File: src/rtl/beep_blink_consts.svh
// Timing constants for the beep and blink indicator.
`ifndef BEEP_BLINK_CONSTS_SVH
`define BEEP_BLINK_CONSTS_SVH
`define CLK_HZ 100000000
`define TONE_LOW_HZ 932
`define TONE_THERM_HI_HZ 2000
`define TONE_THERM_LO_HZ 1500
`define QUARTER_MS 250
`define QUARTER_CYC ((`CLK_HZ / 1000) * `QUARTER_MS)
`define PROMPT_QTRS 2
`define MARK_QTRS 4
`define PAUSE_QTRS 10
`define UPDATE_QTRS 2
`define VIDEO_BEEPS 2
`define MEMORY_BEEPS 3
`define VIDEO_GROUPS 2
`define THERM_TONES 8
`endif

File: src/rtl/beep_blink_pkg.sv
// Types shared by the beep and blink indicator.
package beep_blink_pkg;
  // One-hot pattern selector, also the state of the sequencer.
  typedef enum logic [5:0] {
    PAT_IDLE = 6'h01,
    PAT_PROMPT = 6'h02,
    PAT_UPDATE = 6'h04,
    PAT_VIDEO = 6'h08,
    PAT_MEMORY = 6'h10,
    PAT_THERM = 6'h20
  } pattern_t;

  // Condition requests from firmware or test logic.
  typedef struct packed {
    logic therm;
    logic memory;
    logic video;
    logic update;
    logic update_done;
    logic prompt;
  } request_t;
endpackage : beep_blink_pkg

File: src/rtl/post_beep_blink_indicator.sv
// Speaker tone and power LED blink pattern generator.
// Summary of operation
// - Prompt gives one half-second 932 Hz beep.
// - Video beeps two on-off, pause, twice.
// - Memory beeps three on-off, pause, forever.
// - Thermal alternates 2000 Hz and 1500 Hz.
// - Eight thermal tones, then request shutdown.
// - Update: LED off, then half-second toggling.
// - Video LED two blinks, pause, repeating.
// - Memory LED three blinks, pause, repeating.
// - Two quarter-second blinks per thermal tone.
`timescale 1ns/1ns
`include "beep_blink_consts.svh"
module post_beep_blink_indicator #(
  parameter int unsigned CLK_HZ = `CLK_HZ, // System clock rate.
  parameter int unsigned QUARTER_CYC = `QUARTER_CYC // Cycles per 0.25 s.
) (
  input wire logic clk_i, // System clock.
  input wire logic sys_rst_i, // Asynchronous reset, active high.
  input wire beep_blink_pkg::request_t req_i, // Asynchronous requests.
  output logic speaker_o, // Tone-modulated speaker drive.
  output logic led_o, // Power LED, high is on.
  output logic shutdown_o, // Shutdown request, held once set.
  output logic busy_o // A pattern is playing.
);
  import beep_blink_pkg::*;

  // Half-period counts for each tone; the divider toggles at each.
  function automatic logic [31:0] half_period(input int unsigned hz);
    half_period = 32'(CLK_HZ / (2 * hz));
  endfunction : half_period

  localparam logic [31:0] HP_BEEP = half_period(`TONE_LOW_HZ);
  localparam logic [31:0] HP_HI = half_period(`TONE_THERM_HI_HZ);
  localparam logic [31:0] HP_LO = half_period(`TONE_THERM_LO_HZ);
  localparam logic [31:0] QTR_LAST = 32'(QUARTER_CYC - 1);

  request_t sync1_q; // First synchroniser stage, read only by second.
  request_t sync2_q; // Second synchroniser stage.
  pattern_t pat_q; // Pattern being played.
  pattern_t pat_d; // Next pattern.
  logic [31:0] qtr_cnt_q; // Cycles inside the current quarter second.
  logic qtr_tick; // Last cycle of a quarter second.
  logic [3:0] qtr_q; // Quarters elapsed in the current phase.
  logic [3:0] phase_q; // Phase within a group: beep index or tone.
  logic [1:0] group_q; // Completed groups, used by video only.
  logic tone_en; // Speaker tone gated on.
  logic [31:0] tone_hp; // Selected half period.
  logic [31:0] tone_cnt_q; // Tone divider counter.
  logic tone_q; // Square wave.
  logic led_q; // LED drive register.
  logic upd_on_q; // Update LED phase, starts off.
  logic shut_q; // Shutdown latch.

  // Pins come from another domain: two flops before any logic.
  always_ff @(posedge clk_i or posedge sys_rst_i)
  begin
    if (sys_rst_i)
    begin
      sync1_q <= '0;
      sync2_q <= '0;
    end
    else
    begin
      sync1_q <= req_i;
      sync2_q <= sync1_q;
    end
  end

  assign qtr_tick = (qtr_cnt_q == QTR_LAST);

  // The tick is free running only while a pattern plays, so each
  // pattern begun from idle starts on a whole quarter; a thermal preemption keeps the count.
  always_ff @(posedge clk_i or posedge sys_rst_i)
  begin
    if (sys_rst_i)
      qtr_cnt_q <= '0;
    else if (pat_q == PAT_IDLE || qtr_tick)
      qtr_cnt_q <= '0;
    else
      qtr_cnt_q <= qtr_cnt_q + 32'h1;
  end

  // priority choice of one pattern
  // Only an idle sequencer accepts a request; a playing pattern is
  // never preempted except by thermal trip, the most urgent one.
  // the video request is trusted to mean no option code.
  always_comb
  begin
    pat_d = pat_q;
    if (sync2_q.therm && pat_q != PAT_THERM && !shut_q)
      pat_d = PAT_THERM;
    else if (pat_q == PAT_IDLE)
    begin
      if (sync2_q.memory)
        pat_d = PAT_MEMORY;
      else if (sync2_q.video)
        pat_d = PAT_VIDEO;
      else if (sync2_q.update && !sync2_q.update_done)
        pat_d = PAT_UPDATE;
      else if (sync2_q.prompt)
        pat_d = PAT_PROMPT;
    end
  end

  // Sequencer: quarter, phase and group counters plus pattern state.
  always_ff @(posedge clk_i or posedge sys_rst_i)
  begin
    if (sys_rst_i)
    begin
      pat_q <= PAT_IDLE;
      qtr_q <= '0;
      phase_q <= '0;
      group_q <= '0;
    end
    else if (pat_d != pat_q)
    begin
      pat_q <= pat_d;
      qtr_q <= '0;
      phase_q <= '0;
      group_q <= '0;
    end
    else if (qtr_tick)
    begin
      qtr_q <= qtr_q + 4'h1;
      unique case (pat_q)
        PAT_IDLE: qtr_q <= '0;
        PAT_PROMPT:
          if (qtr_q == 4'(`PROMPT_QTRS - 1))
            pat_q <= PAT_IDLE;
        // toggle every half second until done
        PAT_UPDATE:
        begin
          if (qtr_q == 4'(`UPDATE_QTRS - 1))
            qtr_q <= '0;
          if (sync2_q.update_done)
            pat_q <= PAT_IDLE;
        end
        // video two beeps, pause, two groups, then quiet; memory three beeps, pause, forever
        // LED keeps repeating the group after beeps end
        PAT_VIDEO, PAT_MEMORY:
        begin
          if (phase_q < 4'(pat_q == PAT_VIDEO ? `VIDEO_BEEPS
                                              : `MEMORY_BEEPS))
          begin
            if (qtr_q == 4'(2 * `MARK_QTRS - 1))
            begin
              qtr_q <= '0;
              phase_q <= phase_q + 4'h1;
            end
          end
          // pause closes the group, which repeats
          else if (qtr_q == 4'(`PAUSE_QTRS - 1))
          begin
            qtr_q <= '0;
            phase_q <= '0;
            if (group_q != 2'(`VIDEO_GROUPS))
              group_q <= group_q + 2'h1;
          end
        end
        PAT_THERM:
          if (qtr_q == 4'(`MARK_QTRS - 1))
          begin
            qtr_q <= '0;
            phase_q <= phase_q + 4'h1;
            if (phase_q == 4'(`THERM_TONES - 1))
              pat_q <= PAT_IDLE;
          end
        default: pat_q <= PAT_IDLE;
      endcase
    end
  end

  // Speaker gating and tone half period for the current pattern position.
  always_comb
  begin
    tone_en = 1'b0;
    tone_hp = HP_BEEP;
    unique case (pat_q)
      PAT_PROMPT: tone_en = 1'b1;
      PAT_VIDEO: tone_en = (group_q < 2'(`VIDEO_GROUPS)) &&
                           (phase_q < 4'(`VIDEO_BEEPS)) &&
                           (qtr_q < 4'(`MARK_QTRS));
      PAT_MEMORY: tone_en = (phase_q < 4'(`MEMORY_BEEPS)) &&
                            (qtr_q < 4'(`MARK_QTRS));
      // even tones high, odd tones low
      PAT_THERM:
      begin
        tone_en = 1'b1;
        tone_hp = phase_q[0] ? HP_LO : HP_HI;
      end
      default: tone_en = 1'b0;
    endcase
  end

  // tone divider from the clock; restarts when gated off.
  always_ff @(posedge clk_i or posedge sys_rst_i)
  begin
    if (sys_rst_i)
    begin
      tone_cnt_q <= '0;
      tone_q <= 1'b0;
    end
    else if (!tone_en)
    begin
      tone_cnt_q <= '0;
      tone_q <= 1'b0;
    end
    else if (tone_cnt_q >= tone_hp - 32'h1)
    begin
      tone_cnt_q <= '0;
      tone_q <= !tone_q;
    end
    else
      tone_cnt_q <= tone_cnt_q + 32'h1;
  end

  // LED register; video and memory light it in their marks only, thermal on even quarters, update by its toggle, prompt never.
  always_ff @(posedge clk_i or posedge sys_rst_i)
  begin
    if (sys_rst_i)
      led_q <= 1'b0;
    else
      unique case (pat_q)
        // first half second off, then toggling each half second
        PAT_UPDATE: led_q <= upd_on_q;
        PAT_VIDEO: led_q <= (phase_q < 4'(`VIDEO_BEEPS)) &&
                            (qtr_q < 4'(`MARK_QTRS));
        PAT_MEMORY: led_q <= (phase_q < 4'(`MEMORY_BEEPS)) &&
                             (qtr_q < 4'(`MARK_QTRS));
        PAT_THERM: led_q <= !qtr_q[0];
        default: led_q <= 1'b0;
      endcase
  end

  // Update toggle: a half period flag flips each half second. It is
  // cleared outside the update pattern, so the LED always opens dark.
  always_ff @(posedge clk_i or posedge sys_rst_i)
  begin
    if (sys_rst_i)
      upd_on_q <= 1'b0;
    else if (pat_q != PAT_UPDATE)
      upd_on_q <= 1'b0;
    else if (qtr_tick && qtr_q == 4'(`UPDATE_QTRS - 1))
      upd_on_q <= !upd_on_q;
  end

  // shutdown latches after the eighth tone, until reset.
  always_ff @(posedge clk_i or posedge sys_rst_i)
  begin
    if (sys_rst_i)
      shut_q <= 1'b0;
    else if (pat_q == PAT_THERM && qtr_tick &&
             qtr_q == 4'(`MARK_QTRS - 1) &&
             phase_q == 4'(`THERM_TONES - 1))
      shut_q <= 1'b1;
  end

  assign speaker_o = tone_q;
  assign led_o = led_q;
  assign shutdown_o = shut_q;
  assign busy_o = (pat_q != PAT_IDLE);
endmodule : post_beep_blink_indicator
File: config.mk
export PLATFORM = sky130hd
export DESIGN_NAME = post_beep_blink_indicator
export DESIGN_NICKNAME = d
export VERILOG_FILES = /design/src/rtl/beep_blink_pkg.sv /design/src/rtl/post_beep_blink_indicator.sv
export VERILOG_INCLUDE_DIRS = /design/src /design/src/rtl
export SDC_FILE = /design/constraint.sdc
export NUM_CORES = 1
export LEC_CHECK = 0
export ABC_AREA = 0
export BUFFER_PORTS_ARGS = -buffer_cell sky130_fd_sc_hd__buf_2
export CAP_MARGIN = 20
export CORE_UTILIZATION = 40
export CTS_BUF_LIST = sky130_fd_sc_hd__clkbuf_2 sky130_fd_sc_hd__clkbuf_4 sky130_fd_sc_hd__clkbuf_8
export CTS_CLUSTER_DIAMETER = 150
export DETAILED_ROUTE_END_ITERATION = 8
export PLACE_DENSITY = 0.66
export SYNTH_ARGS = -nofsm -noshare
export SYNTH_HDL_FRONTEND = slang
export SYNTH_SLANG_ARGS = --single-unit
File: constraint.sdc
create_clock -name clk_i -period 3.25 [get_ports clk_i]
set_input_delay 0.975 -clock clk_i [delete_from_list [all_inputs] [get_ports clk_i]]
set_output_delay 0.975 -clock clk_i [all_outputs]
set_load 0.01 [all_outputs]
==> metrics.txt <==
Starting Density=a little over 40%; first-pass GRT wire length=15700 um; TNS Setup=0 ns; CTS sink count=96; part of the cycle the worst path needs=~93%; GRT Overall Usage=~16%; register area share after synthesis=50.8%; CP peak stage delay=between 0.4 and 0.5 ns; Ant. Diodes=0; IO Count=12; RSZ-0062 raised after global routing=no; Max-Cap Viols=0; Cells after DPL=between 600 and 700; DR vias=around 3400; synthesized area=~4700 um2; routability cong.=0.877; Worst Path Required=3.54 ns; Leakage=roughly 2.4 nW; CP Launch Type=flip-flop; Fin. Hold Viols=0; Critical path origin=pat_q[1]; #FFs+latches synth=96; Final HPWL DP=around 6700 um; htree depth=3; core area=about 11000 um2; Distinct cells, synth=56; leading cell types in the layout, fill and taps excluded=dfrtp_1 (95), nor2_1 (69), xor2_1 (34); Setup WS pre-CTS=~0.11 ns; antenna-violating nets left=0; drt total wl=~9000 um; Final Core Density=a little under half; CTS Hold Buffers Added=0; chip height=between 100 and 150 um; First-pass DRT Iterations=4; WS Path Type=flip-flop to flip-flop; max-slew violation count=0; DR iter-0 viols=205; CP endpoint kind=flip-flop; Synth top area share=50.2%; commonest non-fill, non-tap cell in the layout=dfrtp_1; CP Cell Sequence=nor4_4 -> nand2_2 -> inv_1 -> buf_4 -> nand2_1 -> inv_1 -> ha_1 -> nand4_1 -> nor2_1 -> a2111oi_2 -> o21ai_1 -> a31o_4 -> nor2_1; CTS root buffer=clkbuf_8; Yosys warnings=0; worst reg-to-reg setup slack=~0.22 ns; skew final=0.00595 ns; post-synth top area cell=dfrtp_1; Tot Pwr=2.07 mW; synth top area cells=dfrtp_1 (50%), xor2_1 (6.3%), nor2_1 (5.5%); Non-Filler Instances=645; clk buf depth=2; Combinational Power Share=4.2%; row cnt=39; cell family with most CP delay=compound AO/OA/AOI/OAI gates; CP Buf/Inv Count=3; Final nets=around 530; Reg power frac=just under 60%; synth-to-layout area growth=11.1%; final worst setup slack=about 0.22 ns; total CTS buffers=9; Worst EP arrival=between 3 and 4 ns; Post-synth EDFFs=0; Gate Count Post-Synth=roughly 470; WL per Instance=14.1 um; IO buf count=11; Clk pwr share=between 30% and 40%; asr flop ratio synth=100%; P_sw=462 uW; largest net degree at the start of global routing=38; Tmin final=between 3 and 4 ns; initial antenna violation count=0; Worst slew margin=roughly 54%; share of layout cells above drive strength 1=slightly above 10%; Post-synth top flop=dfrtp_1; critical path depth=13; TritonCTS clock tree=yes; R2R cell count=13; Avg Inst Size Synth=10.1 um2; Finished Cell Area=approximately 5300 um2; internal power=roughly 1.6 mW; Critical-path top delay cell=dfrtp_1; total global routing overflow=0; Final setup viols=0; worst-margin pin slew=between 0.6 and 0.7 ns; Die Wd=between 100 and 150 um; Worst Setup EP=tone_cnt_q[6]; pwr dens=slightly below 400 nW/um2; worst IR drop on VDD=approximately 0.00028 V; Via density=about 5.3; outcome=finished, final reports clean; final hold slack=between 0.3 and 0.4 ns; fmax=around 0.33 GHz; sw frac=between 20% and 30%; Die ar.=roughly 12000 um2; RR Startpoint=pat_q[1]; DRC viols=0; class of the worst hold path=flip-flop to flip-flop; clk_lat worst skew=0.36 ns; Clk pin slew, worst setup/hold paths=~0.08 ns; vias in the first global route=roughly 3300; area of placed instances=just over 5000 um2; r2r endpoint=tone_cnt_q[6]; CP max FO=17
worst min path at each step:
stage,startpoint,endpoint,cells past startpoint
6_report,sync1_q[5],sync2_q[5],0
5_1_grt,sync1_q[5],sync2_q[5],0
4_1_cts,sync1_q[5],sync2_q[5],0
3_5_place_dp,sync1_q[5],sync2_q[5],0
3_3_place_gp,sync1_q[1],sync2_q[1],0
2_1_floorplan,sync1_q[0],sync2_q[0],0
synthesized netlist by cell type (all sizes together), types with 3 or more instances:
cell type / n
and3: 8
dfrtp: 95
a22o: 3
o221ai: 3
a21oi: 5
and4: 6
nand4: 17
nor3: 9
nand3b: 3
nor2: 69
xnor2: 16
o31ai: 4
a211o: 4
a21o: 4
o21ai: 8
a31oi: 3
and2: 6
nand3: 31
nand2b: 5
clkbuf: 11
o211ai: 3
nor4: 14
nor2b: 4
nand2: 31
xor2: 34
or3: 3
ha: 20
buf: 7
inv: 16
state kept, by name, summed over array words and instances, names as in the netlist:
register    flops
group_q         2
led_o           1
pat_q           6
phase_q         4
qtr_cnt_q      32
qtr_q           4
shutdown_o      1
speaker_o       1
sync1_q         6
sync2_q         6
tone_cnt_q     32
upd_on_q        1
worst reg2reg max path: stages (launching register included):
cell	delay (ns)
dfrtp_1	0.47
nor4_4	0.35
nand2_2	0.09
inv_1	0.12
buf_4	0.19
nand2_1	0.11
inv_1	0.16
ha_1	0.27
nand4_1	0.12
nor2_1	0.08
a2111oi_2	0.39
o21ai_1	0.18
a31o_4	0.31
nor2_1	0.13
kinds of logic after synthesis:
kind of cell / after synthesis / share of synthesized area, %
buf+inv: 34 / 2.96
simple gates: 214 / 23.2
other cells: 2 / 0.159
mux: 1 / 0.211
xor+xnor: 50 / 9.25
fa+ha+maj: 20 / 5.29
flops: 96 / 50.8
compound gates: 52 / 8.14
power groups by stage:
stage / registers, mW / clock network, mW / logic (mW)
global route: 1.23 / 0.833 / 0.101
detailed placement: 1.25 / 0 / 0.0892
CTS: 1.23 / 0.780 / 0.0898
global placement: 1.25 / 0 / 0.0871
finish: 1.23 / 0.749 / 0.0877
floorplan: 1.25 / 0 / 0.0528
cell type report:
| cell class | count | area [um2] |
|---|---|---|
| clock buffers | 14 | 180 |
| clock inverters | 2 | 12.5 |
| fillers | 1075 | 6210 |
| inverters | 16 | 63.8 |
| multi-input cells | 353 | 2280 |
| flip-flops and latches | 96 | 2400 |
| well taps | 143 | 179 |
| repair buffers | 21 | 143 |
repair_timing:
item                       4_1_cts  5_1_grt
resized for setup                0        3
setup endpoints to repair        0       17
buffers inserted                 0        0
metal layers:
layer / GRT usage (%) / wire (um)
met3: 3.12 / 280
met2: 25.6 / 4330
met4: 8.00 / 193
met5: 0 / 0
met1: 20.6 / 4280
(Power assumes the default switching activity.)
